**config.mk**
```make
export PLATFORM = sky130hd
export DESIGN_NAME = jgbu_core
export DESIGN_NICKNAME = d
export VERILOG_FILES = /design/src/core/jgbu_pkg.sv /design/src/core/jgbu_core.sv
export SDC_FILE = /design/constraint.sdc
export NUM_CORES = 1
export LEC_CHECK = 0
export BUFFER_PORTS_ARGS = -buffer_cell sky130_fd_sc_hd__buf_2
export CORE_MARGIN = 1.5
export CORE_UTILIZATION = 50
export CTS_CLUSTER_DIAMETER = 30
export DETAILED_ROUTE_END_ITERATION = 8
export HOLD_SLACK_MARGIN = 0.1
export PLACE_DENSITY = 0.77
export REMOVE_ABC_BUFFERS = 1
export SLEW_MARGIN = 20
export SYNTH_ARGS = -nofsm -noshare
export SYNTH_HDL_FRONTEND = slang
export SYNTH_SLANG_ARGS = --single-unit
export TNS_END_PERCENT = 1
```
**constraint.sdc**
```tcl
create_clock -name clk -period 2.3 [get_ports clk]
set_clock_uncertainty 0.2 [all_clocks]
set_input_delay 0.23 -clock clk [delete_from_list [all_inputs] [get_ports clk]]
set_output_delay 0.23 -clock clk [all_outputs]
set_load 0.05 [all_outputs]
```
**src/core/jgbu_pkg.sv**
```systemverilog
// Constants, types and decode helpers for the jump group branch unit.
// Assumes one machine T state per clock edge.
package jgbu_pkg;

  // Opcodes
  localparam logic [7:0] OP_JUMP_ABSOLUTE = 8'hc3;
  localparam logic [7:0] OP_BRANCH_ALWAYS = 8'h18;
  localparam logic [7:0] OP_BRANCH_CARRY = 8'h38;
  localparam logic [7:0] OP_BRANCH_NOCARRY = 8'h30;
  localparam logic [7:0] OP_BRANCH_ZERO = 8'h28;
  localparam logic [7:0] OP_BRANCH_NONZERO = 8'h20;
  localparam logic [7:0] OP_JUMP_INDIRECT = 8'he9;
  localparam logic [7:0] OP_INDEX_PREFIX = 8'hdd;
  localparam logic [1:0] COND_ABS_TOP = 2'h3;
  localparam logic [2:0] COND_ABS_LOW = 3'h2;

  // Flag bit positions
  localparam int FLAG_SIGN = 7;
  localparam int FLAG_ZERO = 6;
  localparam int FLAG_PARITY = 2;
  localparam int FLAG_CARRY = 0;

  // Last T state index of each machine cycle kind
  localparam logic [2:0] T_FETCH_LAST = 3'h3;
  localparam logic [2:0] T_OPERAND_LAST = 3'h2;
  localparam logic [2:0] T_REL_ADD_LAST = 3'h4;

  // Clocks from one done pulse to the next
  localparam logic [3:0] LEN_ABSOLUTE = 4'ha;
  localparam logic [3:0] LEN_REL_TAKEN = 4'hc;
  localparam logic [3:0] LEN_REL_SKIP = 4'h7;
  localparam logic [3:0] LEN_INDIRECT = 4'h4;
  localparam logic [3:0] LEN_INDEXED = 4'h8;

  localparam logic [15:0] RESET_PC = 16'h0000;

  typedef enum logic [1:0] {
    S_FETCH = 2'b00,
    S_OPER1 = 2'b01,
    S_OPER2 = 2'b11,
    S_RELX = 2'b10
  } jgbu_state_e;

  typedef enum logic [2:0] {
    CL_ABS, CL_ABS_COND, CL_REL, CL_REL_COND, CL_IND, CL_PREFIX, CL_OTHER
  } jgbu_class_e;

  typedef struct packed {
    jgbu_state_e st;
    logic [2:0] tcnt;
    logic [15:0] pc;
    logic [15:0] start_pc;
    logic [7:0] opcode;
    logic [7:0] lo;
    logic [7:0] hi;
    logic prefix;
    logic take;
    logic mem_rd;
    logic m1;
    logic done;
    logic unsup;
  } jgbu_state_s;

  function automatic jgbu_class_e jgbu_classify(input logic [7:0] op);
    jgbu_class_e c;
    c = CL_OTHER;
    if (op == OP_JUMP_ABSOLUTE) c = CL_ABS;
    else if (op[7:6] == COND_ABS_TOP && op[2:0] == COND_ABS_LOW) c = CL_ABS_COND;
    else if (op == OP_BRANCH_ALWAYS) c = CL_REL;
    else if (op == OP_BRANCH_CARRY || op == OP_BRANCH_NOCARRY ||
             op == OP_BRANCH_ZERO || op == OP_BRANCH_NONZERO) c = CL_REL_COND;
    else if (op == OP_JUMP_INDIRECT) c = CL_IND;
    else if (op == OP_INDEX_PREFIX) c = CL_PREFIX;
    return c;
  endfunction : jgbu_classify

  function automatic logic jgbu_cond_met(input logic [2:0] condition_field,
                                         input logic [7:0] flags);
    logic r;
    case (condition_field)
      3'h0: r = !flags[FLAG_ZERO];
      3'h1: r = flags[FLAG_ZERO];
      3'h2: r = !flags[FLAG_CARRY];
      3'h3: r = flags[FLAG_CARRY];
      3'h4: r = !flags[FLAG_PARITY];
      3'h5: r = flags[FLAG_PARITY];
      3'h6: r = !flags[FLAG_SIGN];
      default: r = flags[FLAG_SIGN];
    endcase
    return r;
  endfunction : jgbu_cond_met

endpackage : jgbu_pkg

```
**src/core/jgbu_core.sv**
```systemverilog
// Jump group fetch, decode and program counter update.
// Assumes program memory answers within one machine cycle and flags and
// register pairs are held stable by the rest of the processor.
`timescale 1ns/100ps
`default_nettype none

// Behaviour
// RULE1: Opcode c3 loads two operand bytes into counter, 10 T states 4,3,3.
// RULE2: First operand byte is low address byte, second is high.
// RULE3: Conditional absolute jump loads target if condition holds, else continues.
// RULE4: Condition field selects nonzero, zero, no carry, carry, parity odd/even, sign.
// RULE5: Condition taken from flags; conditional absolute always 10 T states.
// RULE6: Opcode 18 adds signed displacement, 12 T states 4,3,5.
// RULE7: Displacement added after counter passes both bytes.
// RULE8: Opcode 38 branches when carry set, else continues.
// RULE9: Opcode 30 branches when carry clear, else continues.
// RULE10: Opcode 28 branches when zero set, else continues.
// RULE11: Opcode 20 branches when zero clear, else continues.
// RULE12: Failed relative branch 7 T states; taken one 12 T states.
// RULE13: Opcode e9 copies main pointer pair into counter, 4 T states.
// RULE14: Prefix dd then e9 copies first index pair, 8 T states 4,4.
// RULE15: No jump instruction changes any flag.
// RULE16: Conditional absolute opcode is 11, condition field, 010; two operands follow.
// RULE17: Untaken conditional jumps still consume all operand bytes.
module jgbu_core (
  // Clock and reset
  input wire logic clk,
  input wire logic reset_n,
  // Program memory
  output logic [15:0] mem_addr,
  output logic mem_rd,
  output logic opcode_fetch,
  input wire logic [7:0] mem_rdata,
  // Processor state read by the block
  input wire logic [7:0] flags,
  input wire logic [15:0] main_pointer_pair,
  input wire logic [15:0] first_index_pair,
  // Status
  output logic [15:0] pc,
  output logic instr_done,
  output logic instr_unsupported
);

  jgbu_pkg::jgbu_state_s q, d;
  jgbu_pkg::jgbu_class_e cls_fetch, cls_held;
  logic take_fetch;

  // Flags are only read here, never written
  always_comb begin
    cls_fetch = jgbu_pkg::jgbu_classify(mem_rdata); // RULE16
    cls_held = jgbu_pkg::jgbu_classify(q.opcode);
    case (cls_fetch)
      jgbu_pkg::CL_ABS_COND: take_fetch = jgbu_pkg::jgbu_cond_met(mem_rdata[5:3], flags); // RULE4 RULE5 RULE15
      // Relative conditions reuse the low half of the condition table
      jgbu_pkg::CL_REL_COND: take_fetch = jgbu_pkg::jgbu_cond_met({1'b0, mem_rdata[4:3]}, flags); // RULE8 RULE9 RULE10 RULE11
      default: take_fetch = 1'b1;
    endcase
  end

  always_comb begin
    d = q;
    d.done = 1'b0;
    d.unsup = 1'b0;
    d.tcnt = q.tcnt + 3'h1;
    case (q.st)
      jgbu_pkg::S_FETCH: begin
        if (q.tcnt == '0 && !q.prefix) begin
          d.start_pc = q.pc;
        end
        if (q.tcnt == jgbu_pkg::T_FETCH_LAST) begin
          d.tcnt = '0;
          d.opcode = mem_rdata;
          d.pc = q.pc + 16'h0001;
          if (q.prefix) begin
            d.prefix = 1'b0;
            d.done = 1'b1;
            if (mem_rdata == jgbu_pkg::OP_JUMP_INDIRECT) begin
              d.pc = first_index_pair; // RULE14
            end else begin
              d.unsup = 1'b1;
            end
          end else begin
            case (cls_fetch)
              jgbu_pkg::CL_ABS, jgbu_pkg::CL_ABS_COND,
              jgbu_pkg::CL_REL, jgbu_pkg::CL_REL_COND: begin
                d.st = jgbu_pkg::S_OPER1;
                d.take = take_fetch;
              end
              jgbu_pkg::CL_IND: begin
                d.pc = main_pointer_pair; // RULE13
                d.done = 1'b1;
              end
              jgbu_pkg::CL_PREFIX: begin
                d.prefix = 1'b1;
              end
              default: begin
                // Foreign opcodes retire as one 4-state cycle so the stream moves on
                d.done = 1'b1;
                d.unsup = 1'b1;
              end
            endcase
          end
        end
      end
      jgbu_pkg::S_OPER1: begin
        if (q.tcnt == jgbu_pkg::T_OPERAND_LAST) begin
          d.tcnt = '0;
          d.lo = mem_rdata; // RULE2
          d.pc = q.pc + 16'h0001; // RULE7 RULE17
          if (cls_held == jgbu_pkg::CL_ABS || cls_held == jgbu_pkg::CL_ABS_COND) begin
            d.st = jgbu_pkg::S_OPER2; // RULE1 RULE5
          end else if (q.take) begin
            d.st = jgbu_pkg::S_RELX; // RULE6 RULE12
          end else begin
            d.st = jgbu_pkg::S_FETCH; // RULE12
            d.done = 1'b1;
          end
        end
      end
      jgbu_pkg::S_OPER2: begin
        if (q.tcnt == jgbu_pkg::T_OPERAND_LAST) begin
          d.tcnt = '0;
          d.hi = mem_rdata;
          d.st = jgbu_pkg::S_FETCH;
          d.done = 1'b1;
          // Untaken still read both bytes
          d.pc = q.take ? {mem_rdata, q.lo} : q.pc + 16'h0001; // RULE1 RULE2 RULE3 RULE17
        end
      end
      jgbu_pkg::S_RELX: begin
        if (q.tcnt == jgbu_pkg::T_REL_ADD_LAST) begin
          d.tcnt = '0;
          d.st = jgbu_pkg::S_FETCH;
          d.done = 1'b1;
          d.pc = q.pc + {{8{q.lo[7]}}, q.lo}; // RULE7
        end
      end
      default: begin
        d.st = jgbu_pkg::S_FETCH;
        d.tcnt = '0;
      end
    endcase
    // Adder cycle is internal; memory idles then
    d.mem_rd = (d.st != jgbu_pkg::S_RELX);
    d.m1 = (d.st == jgbu_pkg::S_FETCH);
  end

  always_ff @(posedge clk or negedge reset_n) begin
    if (!reset_n) begin
      q <= '{st: jgbu_pkg::S_FETCH, tcnt: '0, pc: jgbu_pkg::RESET_PC,
             start_pc: jgbu_pkg::RESET_PC, opcode: '0, lo: '0, hi: '0,
             prefix: 1'b0, take: 1'b0, mem_rd: 1'b1, m1: 1'b1, done: 1'b0,
             unsup: 1'b0};
    end else begin
      q <= d;
    end
  end

  assign mem_addr = q.pc;
  assign mem_rd = q.mem_rd;
  assign opcode_fetch = q.m1;
  assign pc = q.pc;
  assign instr_done = q.done;
  assign instr_unsupported = q.unsup;

  // Checking helpers: clocks between done pulses
  logic [3:0] since_done_q;
  logic seen_done_q;
  logic was_prefixed_q;
  always_ff @(posedge clk or negedge reset_n) begin
    if (!reset_n) begin
      since_done_q <= 4'h0;
      seen_done_q <= 1'b0;
      was_prefixed_q <= 1'b0;
    end else begin
      since_done_q <= q.done ? 4'h1 : since_done_q + 4'h1;
      seen_done_q <= seen_done_q | q.done;
      if (q.prefix) was_prefixed_q <= 1'b1;
      else if (q.done) was_prefixed_q <= 1'b0;
    end
  end

  logic chk;
  logic is_rel;
  assign chk = q.done && seen_done_q && !q.unsup;
  assign is_rel = (cls_held == jgbu_pkg::CL_REL || cls_held == jgbu_pkg::CL_REL_COND);
endmodule : jgbu_core

`default_nettype wire

```
==> summary.md, run 1 <==
| Metric | Value |
|---|---|
| Post-CTS Setup Inserts | 0 |
| Port buffer count | 81 |
| Pwr/cell area | roughly 1500 nW/um^2 |
| Met1 Use GR | 39.49% |
| Std cell rows | 32 |
| Core Box Area | approximately 7700 sq um |
| H-tree depth | 2 |
| Initial cell density of the core | 51.25% |
| Die Footprint | around 8400 sq um |
| Clock network power share | ~7.4% |
| Reg area | around 1100 sq um |
| First-pass GRT wire length | approximately 19000 microns |
| Met2 Use GR | about half |
| Fin crit period | about 2.5 ns |
| Gr ovfl total | 0 |
| Pwr Total | between 7 and 8 mW |
| CTS tree | built |
| GRT Overall Usage | slightly below 30% |
| Area Growth Syn to Fin | 22.74% |
| IO Count | between 80 and 90 |
| Vias | roughly 4000 |
| Seq/Total Area, Yosys | a little over a quarter |
| Root buf cell | clkbuf_8 |
| Worst Hold Class | input pin to register |
| RSZ-0062 raised after global routing | yes |
| Clk_lat worst skew | 0.30 ns |
| Setup violations, final | 4 |
| Avg WL per Cell | 17.92 microns |
| CTS Buffer Depth | 2 |
| Setup WS post-layout | -0.1573 ns |
| Crit. End Element | register |
| Netlist cell types | 74 |
| Clk sinks | 43 |
| Top cell type's share of synthesized area | a little over a quarter |
| Post-DP HPWL | roughly 8800 microns |
| Drt pass-1 iters | 5 |
| Post-synthesis async set-or-reset flop share | 100.0% |
| Critical-path cell list | ha_1 > a211o_1 > a21oi_4 > o21ai_2 > a311o_1 > mux2i_1 > o32a_1 |
| Worst Max-Slew Pin Slew | 0.4827 ns |
| Leading post-synthesis cells by cell area | dfrtp_1, ha_1, nand2_1 |
| Final nets | between 600 and 700 |
| DR iter-0 viols | 390 |
| Number of fill cells | approximately 670 |
| Max_cap viols | 0 |
| Synthesized area per cell | between 8 and 9 sq um |
| Yosys reg bits | 43 |
| Final period util | 106.8% |
| Psw | between 3 and 4 mW |
| Max frequency | roughly 0.41 GHz |
| Worst Setup Start Kind | register |
| Met3 usage | between 3 and 4% |
| Final Hold Fails | 0 |
| Die width | 91.77 microns |
| Overall routed net length | between 10000 and 15000 microns |
| EDFF count, synth | 0 |
| Gate Count Post-Synth | 470 |
| Vias in the first global route | roughly 3900 |
| Post-Syn Area | around 3900 sq um |
| Top_reg_cell synth | dfrtp_1 |
| TNS Setup | -0.4729 ns |
| Worst Path Required | roughly 2.3 ns |
| Max-slew violations | 0 |
| Number of buffers created by CTS | 5 |
| Layout cells sized above 1 | 32.46% |
| # diodes | 0 |
| Seq pwr share | between 10% and 20% |
| P_int | roughly 3.3 mW |
| Multi-input gate area | around 2500 sq um |
| # DRC | 0 |
| Clock transition at path regs | approximately 0.090 ns |
| Violated checks | negative setup slack |
| Die height | 91.77 microns |
| CP max FO | 2 |
| Worst path arrival time | around 2.5 ns |
| Slew Limit Headroom | 67.82% |
| RD Place Congestion | around 1 |
| DR vias/cell | 5.948 |
| Largest net degree at the start of global routing | 25 |
| Max IR drop VDD | ~1.2 mV |
| Status | finished with violations |
| Crit path kind | register to register |
| Comb power frac | 72.9% |
| Most Crowded Layer GR | met2 |
| Synth warnings | 0 |
| Most frequent cells in the layout | buf_2, nand2_1, buf_4 |
| Delay of the slowest cell on the worst path | roughly 0.4 ns |
| Most area-hungry cell type in the Yosys netlist | dfrtp_1 |
| Switching share of power | between 50% and 60% |
| Leak Pwr | ~2.3 nW |
| Most common cell after layout, fill and taps aside | buf_2 |
| ANT nets after route | 0 |
| Initial antenna violation count | 0 |
| Critical path's slowest cell | dfrtp_1 |
[through the flow]
stage	util (%)	hold WS [ns]	instances	worst slack, ns	area (sq um)
6_report	62.91	0.1570	675	-0.1573	4836
2_1_floorplan	-	-0.2656	417	-0.8270	3593
5_1_grt	62.91	0.1554	675	-0.1979	4836
3_3_place_gp	59.47	0.004512	656	-0.1086	4572
4_1_cts	62.30	0.1478	675	-0.1409	4790
3_5_place_dp	59.47	0.02246	656	-0.2183	4572
[cells by family after synthesis]
| logic type | count (synthesis) | synth area share (%) |
|---|---|---|
| fa+ha+maj | 22 | 7.177 |
| flops | 43 | 27.37 |
| xor+xnor | 26 | 5.780 |
| compound gates | 130 | 21.75 |
| simple gates | 155 | 20.26 |
| mux | 27 | 7.526 |
| buf+inv | 67 | 10.13 |
[cell type report]
cell class	count	share of cell area (%)
Multi-Input combinational cell	360	52.16
Sequential cell	43	22.33
Timing Repair Buffer	148	19.87
Tap cell	102	2.639
Clock buffer	5	1.423
Inverter	14	1.087
Clock inverter	3	0.4916
[critical path: cells and delay by family (launching register included)]
family / cells / cell delay [ns]
AO/OA/AOI/OAI: 5 / 1.27
adder cells (fa/ha/maj): 1 / 0.33
flip-flops: 1 / 0.40
multiplexers: 1 / 0.14
[power by group through the flow]
stage / sequential (mW) / clock (mW) / combinational, mW
after floorplan: 2.46 / 0 / 2.19
after global placement: 1.36 / 0 / 4.80
after detailed placement: 1.38 / 0 / 4.98
after CTS: 1.37 / 0.537 / 5.05
after global routing: 1.44 / 0.566 / 5.60
final: 1.41 / 0.522 / 5.17
[layer usage]
layer	vias up	wire, microns
li1	1874	-
met1	1922	5094
met2	186	5763
met3	33	913
met4	0	321
met5	-	0
[sequential cells by signal (all words and copies together), names as in the netlist]
name,count
instr_done,1
opcode_fetch,1
mem_addr,16
instr_unsupported,1
q,23
mem_rd,1
[Yosys cell counts, types with 2 or more instances]
| cell | instances |
|---|---|
| a211o_1 | 4 |
| a211oi_1 | 6 |
| a21o_1 | 5 |
| a21oi_1 | 32 |
| a222oi_1 | 3 |
| a22oi_1 | 2 |
| a31oi_1 | 7 |
| a32oi_1 | 2 |
| and2_1 | 4 |
| and3_1 | 3 |
| buf_2 | 10 |
| buf_4 | 32 |
| buf_6 | 2 |
| clkbuf_1 | 8 |
| dfrtp_1 | 41 |
| dfstp_2 | 2 |
| ha_1 | 21 |
| inv_1 | 14 |
| mux2_2 | 11 |
| mux2i_1 | 15 |
| nand2_1 | 66 |
| nand2b_1 | 5 |
| nand3_1 | 11 |
| nand4_1 | 5 |
| nand4b_1 | 2 |
| nor2_1 | 27 |
| nor2b_1 | 7 |
| nor3_1 | 5 |
| o2111ai_1 | 2 |
| o211ai_1 | 6 |
| o21a_1 | 3 |
| o21ai_0 | 33 |
| o21ai_1 | 2 |
| o31ai_1 | 7 |
| o32a_1 | 2 |
| xnor2_1 | 11 |
| xor2_1 | 15 |
[final timing paths]
| check | start | to | slack (ns) | depth (start not counted) |
|---|---|---|---|---|
| setup / recovery | mem_addr[1] | mem_addr[15] | -0.16 | 7 |
| hold / removal | main_pointer_pair[4] | mem_addr[4] | 0.16 | 5 |
| setup reg to reg | mem_addr[1] | mem_addr[15] | -0.16 | 7 |
| hold reg to reg | q[62] | q[62] | 0.27 | 1 |
| max in group asynchronous | reset_n | q[21] | 1.17 | 3 |
| min in group asynchronous | reset_n | q[26] | 0.21 | 2 |
[repair_timing]
action                                  CTS  global route
resized for setup                         6             8
hold endpoints to repair                 55             0
pin swaps                                 3             0
cloned                                    0             0
hold buffers                             11             0
endpoints found under the setup margin    6            12
Note: power is estimated with default switching activity, not from simulation.
==> run 2: changes to the inputs <==
--- a/config.mk
+++ b/config.mk
@@ -5,13 +5,14 @@
 export SDC_FILE = /design/constraint.sdc
 export NUM_CORES = 1
 export LEC_CHECK = 0
+export ABC_AREA = 1
 export BUFFER_PORTS_ARGS = -buffer_cell sky130_fd_sc_hd__buf_2
 export CORE_MARGIN = 1.5
-export CORE_UTILIZATION = 50
+export CORE_UTILIZATION = 52
 export CTS_CLUSTER_DIAMETER = 30
 export DETAILED_ROUTE_END_ITERATION = 8
 export HOLD_SLACK_MARGIN = 0.1
-export PLACE_DENSITY = 0.77
+export PLACE_DENSITY = 0.82
 export REMOVE_ABC_BUFFERS = 1
 export SLEW_MARGIN = 20
 export SYNTH_ARGS = -nofsm -noshare
==> summary.md, run 2 <==
| Metric | Value |
|---|---|
| Post-CTS Setup Inserts | 0 |
| Most used cell, CP | nand2_1 |
| CTS Buffer Depth | 2 |
| # diodes | 0 |
| # DRC | 0 |
| Gate Count Post-Synth | 743 |
| Overall routed net length | about 14000 microns |
| Switching share of power | between 50 and 60% |
| Synth warnings | 0 |
| Seq pwr share | between 20% and 30% |
| Max frequency | roughly 0.45 GHz |
| Top post-synthesis cells by count | nand2_1, inv_1, nand3_1, nor2_1, dfrtp_1 |
| WHS | approximately 0.098 ns |
| Post-DP HPWL | 10850 microns |
| Final Hold Fails | 0 |
| Worst Path Required | 2.29 ns |
| Most area-hungry cell type in the Yosys netlist | dfrtp_1 |
| First-pass GRT wire length | 22720 microns |
| Crit path kind | input pin to register |
| RD Place Congestion | just under 1 |
| Adder-Cell Fraction of Synth Area | under 10% |
| CTS tree | built |
| Leak Pwr | around 2.9 nW |
| Critical-path cell list | dlygate4sd3_1 > buf_2 > inv_1 > nand2_1 > nor2_1 > nand2_2 > nor2_2 > nand2_1 > nand2_1 > a21oi_1 > nand2_1 > nand4_1 |
| Leading post-synthesis cells by cell area | dfrtp_1, nand2_1, nand3_1 |
| Number of buffers created by CTS | 5 |
| Max reg flops | 23 |
| Die width | about 97 microns |
| H-tree depth | 2 |
| Core Box Area | ~8600 sq um |
| Post-Syn Area | 4582 sq um |
| Worst Hold Class | input pin to register |
| Max IR drop VDD | 0.5443 mV |
| Area Growth Syn to Fin | 12.97% |
| Avg WL per Cell | 15.16 microns |
| Vias in the first global route | 4920 |
| Setup violations, final | 0 |
| Worst Max-Slew Pin Slew | 0.5957 ns |
| Pwr/cell area | between 1000 and 1500 nW/um^2 |
| P_int | 2.624 mW |
| Mux contribution to synthesized area | 0% |
| Post-synthesis compound-gate area fraction | between 8 and 9% |
| Post-synthesis async set-or-reset flop share | between 90% and 100% |
| GRT Overall Usage | between 20% and 30% |
| Most common cell in the netlist | nand2_1 |
| Worst path arrival time | around 2.2 ns |
| Max_cap viols | 0 |
| RSZ-0062 raised after global routing | yes |
| XOR/XNOR Fraction of Synth Area | between 1.5 and 2% |
| Yosys reg bits | between 40 and 50 |
| Synthesized area per cell | a little over 6 sq um |
| DR vias/cell | between 5 and 6 |
| Clk_lat worst skew | ~0.30 ns |
| Die height | between 90 and 100 microns |
| Gr ovfl total | 0 |
| Most common cell after layout, fill and taps aside | nand2_1 |
| Max-slew violations | 0 |
| Seq/Total Area, Yosys | 23.54% |
| Final period util | 96.78% |
| DP Worst Slack | 0.1109 ns |
| Final nets | between 800 and 900 |
| Netlist cell types | between 40 and 50 |
| Clk sinks | 43 |
| Initial antenna violation count | 0 |
| Pwr Total | between 6 and 7 mW |
| EDFF count, synth | 0 |
| Comb power frac | between 60% and 70% |
| Worst Setup Start Kind | input pin |
| Slew Limit Headroom | 60.09% |
| Largest family of logic cells by synthesized area | simple AND/OR/NAND/NOR gates |
| Vias | 5149 |
| Initial cell density of the core | between 50% and 60% |
| Clock network power share | ~8.7% |
| Layout cells sized above 1 | between 10% and 20% |
| Largest net degree at the start of global routing | 44 |
| ANT nets after route | 0 |
| DR iter-0 viols | around 520 |
| Top cell type's share of synthesized area | approximately 22% |
| Std cell rows | 34 |
| Setup WS post-layout | 0.07411 ns |
| Util after Layout | between 50% and 60% |
| Simple-Gate Fraction of Synth Area | a little over two fifths |
| CP max FO | 10 |
| Top_reg_cell synth | dfrtp_1 |
| Largest register by flop count | q |
| Drt pass-1 iters | 7 |
| Status | completed |
| Critical path's slowest cell | dlygate4sd3_1 |
| Root buf cell | clkbuf_8 |
| Clock transition at path regs | approximately 0.090 ns |
| Die Footprint | ~9400 sq um |
| Delay of the slowest cell on the worst path | 0.53 ns |
| Fin crit period | 2.226 ns |
| Most frequent cells in the layout | nand2_1, inv_1, nand3_1 |
| IO Count | 86 |
| Crit. End Element | register |
| Psw | about 3.6 mW |
| Port buffer count | 81 |
[run 2: cell count changes after synthesis, moves of 11 or more]
| cell | before | now |
|---|---|---|
| nand3_1 | 11 | 95 |
| nor2_1 | 27 | 42 |
| mux2i_1 | 15 | 0 |
| xor2_1 | 15 | 4 |
| inv_1 | 14 | 98 |
| nand2_1 | 66 | 251 |
| a21oi_1 | 32 | 19 |
| nand4_1 | 5 | 21 |
| mux2_2 | 11 | 0 |
[run 2: worst paths after layout]
kind / endpoint / slack, ns / cells past startpoint / from
max: mem_addr[10] / 0.07 / 12 / mem_rdata[1]
min reg2reg: q[25] / 0.30 / 2 / q[25]
max reg2reg: mem_addr[14] / 0.15 / 9 / q[21]
min in group asynchronous: q[62] / 0.33 / 3 / reset_n
min: mem_addr[1] / 0.1 / 5 / first_index_pair[1]
max in group asynchronous: mem_addr[1] / 1.15 / 3 / reset_n
[run 2: cell families (layout without fill, tap and decap cells)]
group	count (synthesis)	count (layout)
AO/OA/AOI/OAI	70	70
XOR/XNOR	7	7
adder cells (fa/ha/maj)	22	22
buffers and inverters	156	232
flip-flops	43	43
AND/OR/NAND/NOR	445	445
[run 2: per-stage QoR]
step,cells,cell area (sq um),TNS (ns)
2_1_floorplan,694,4217,-3.066
3_3_place_gp,907,4937,0
3_5_place_dp,907,4937,0
4_1_cts,927,5156,0
5_1_grt,927,5176,-0.05466
6_report,927,5176,0
[run 2: layer usage]
layer	share of wire (%)	vias to the layer above	wire length, microns	track usage, %
li1	-	2493	-	-
met1	40	2325	5648	37.07
met2	48	291	6745	51.48
met3	8.5	40	1197	3.396
met4	3.3	0	460	13.27
met5	0	-	0	0
[run 2: repair_timing]
action	CTS	global route
endpoints found under the hold margin	54	0
setup endpoints to repair	0	9
resized for setup	0	7
hold buffers	12	0
[run 2: critical path, delay by kind of cell]
family	cells	cell delay [ns]
AO/OA/AOI/OAI	1	0.06
buffers and inverters	3	0.80
AND/OR/NAND/NOR	8	1.12
[run 2: cell type report]
class | count | area, sq um
Clock buffer | 6 | 82.58
Clock inverter | 2 | 16.27
Fill cell | 857 | 3460
Inverter | 107 | 404.1
Multi-Input combinational cell | 544 | 2751
Sequential cell | 43 | 1081
Tap cell | 108 | 135.1
Timing Repair Buffer | 117 | 705.7
[run 2: power by group through the flow]
| stage | Sequential [mW] | Combinational (mW) | Clock, mW |
|---|---|---|---|
| finish | 1.38 | 4.27 | 0.538 |
| global route | 1.42 | 4.67 | 0.583 |
| CTS | 1.37 | 4.20 | 0.548 |
| detailed placement | 1.38 | 4.17 | 0 |
| global placement | 1.36 | 4.07 | 0 |
| floorplan | 2.25 | 2.10 | 0 |
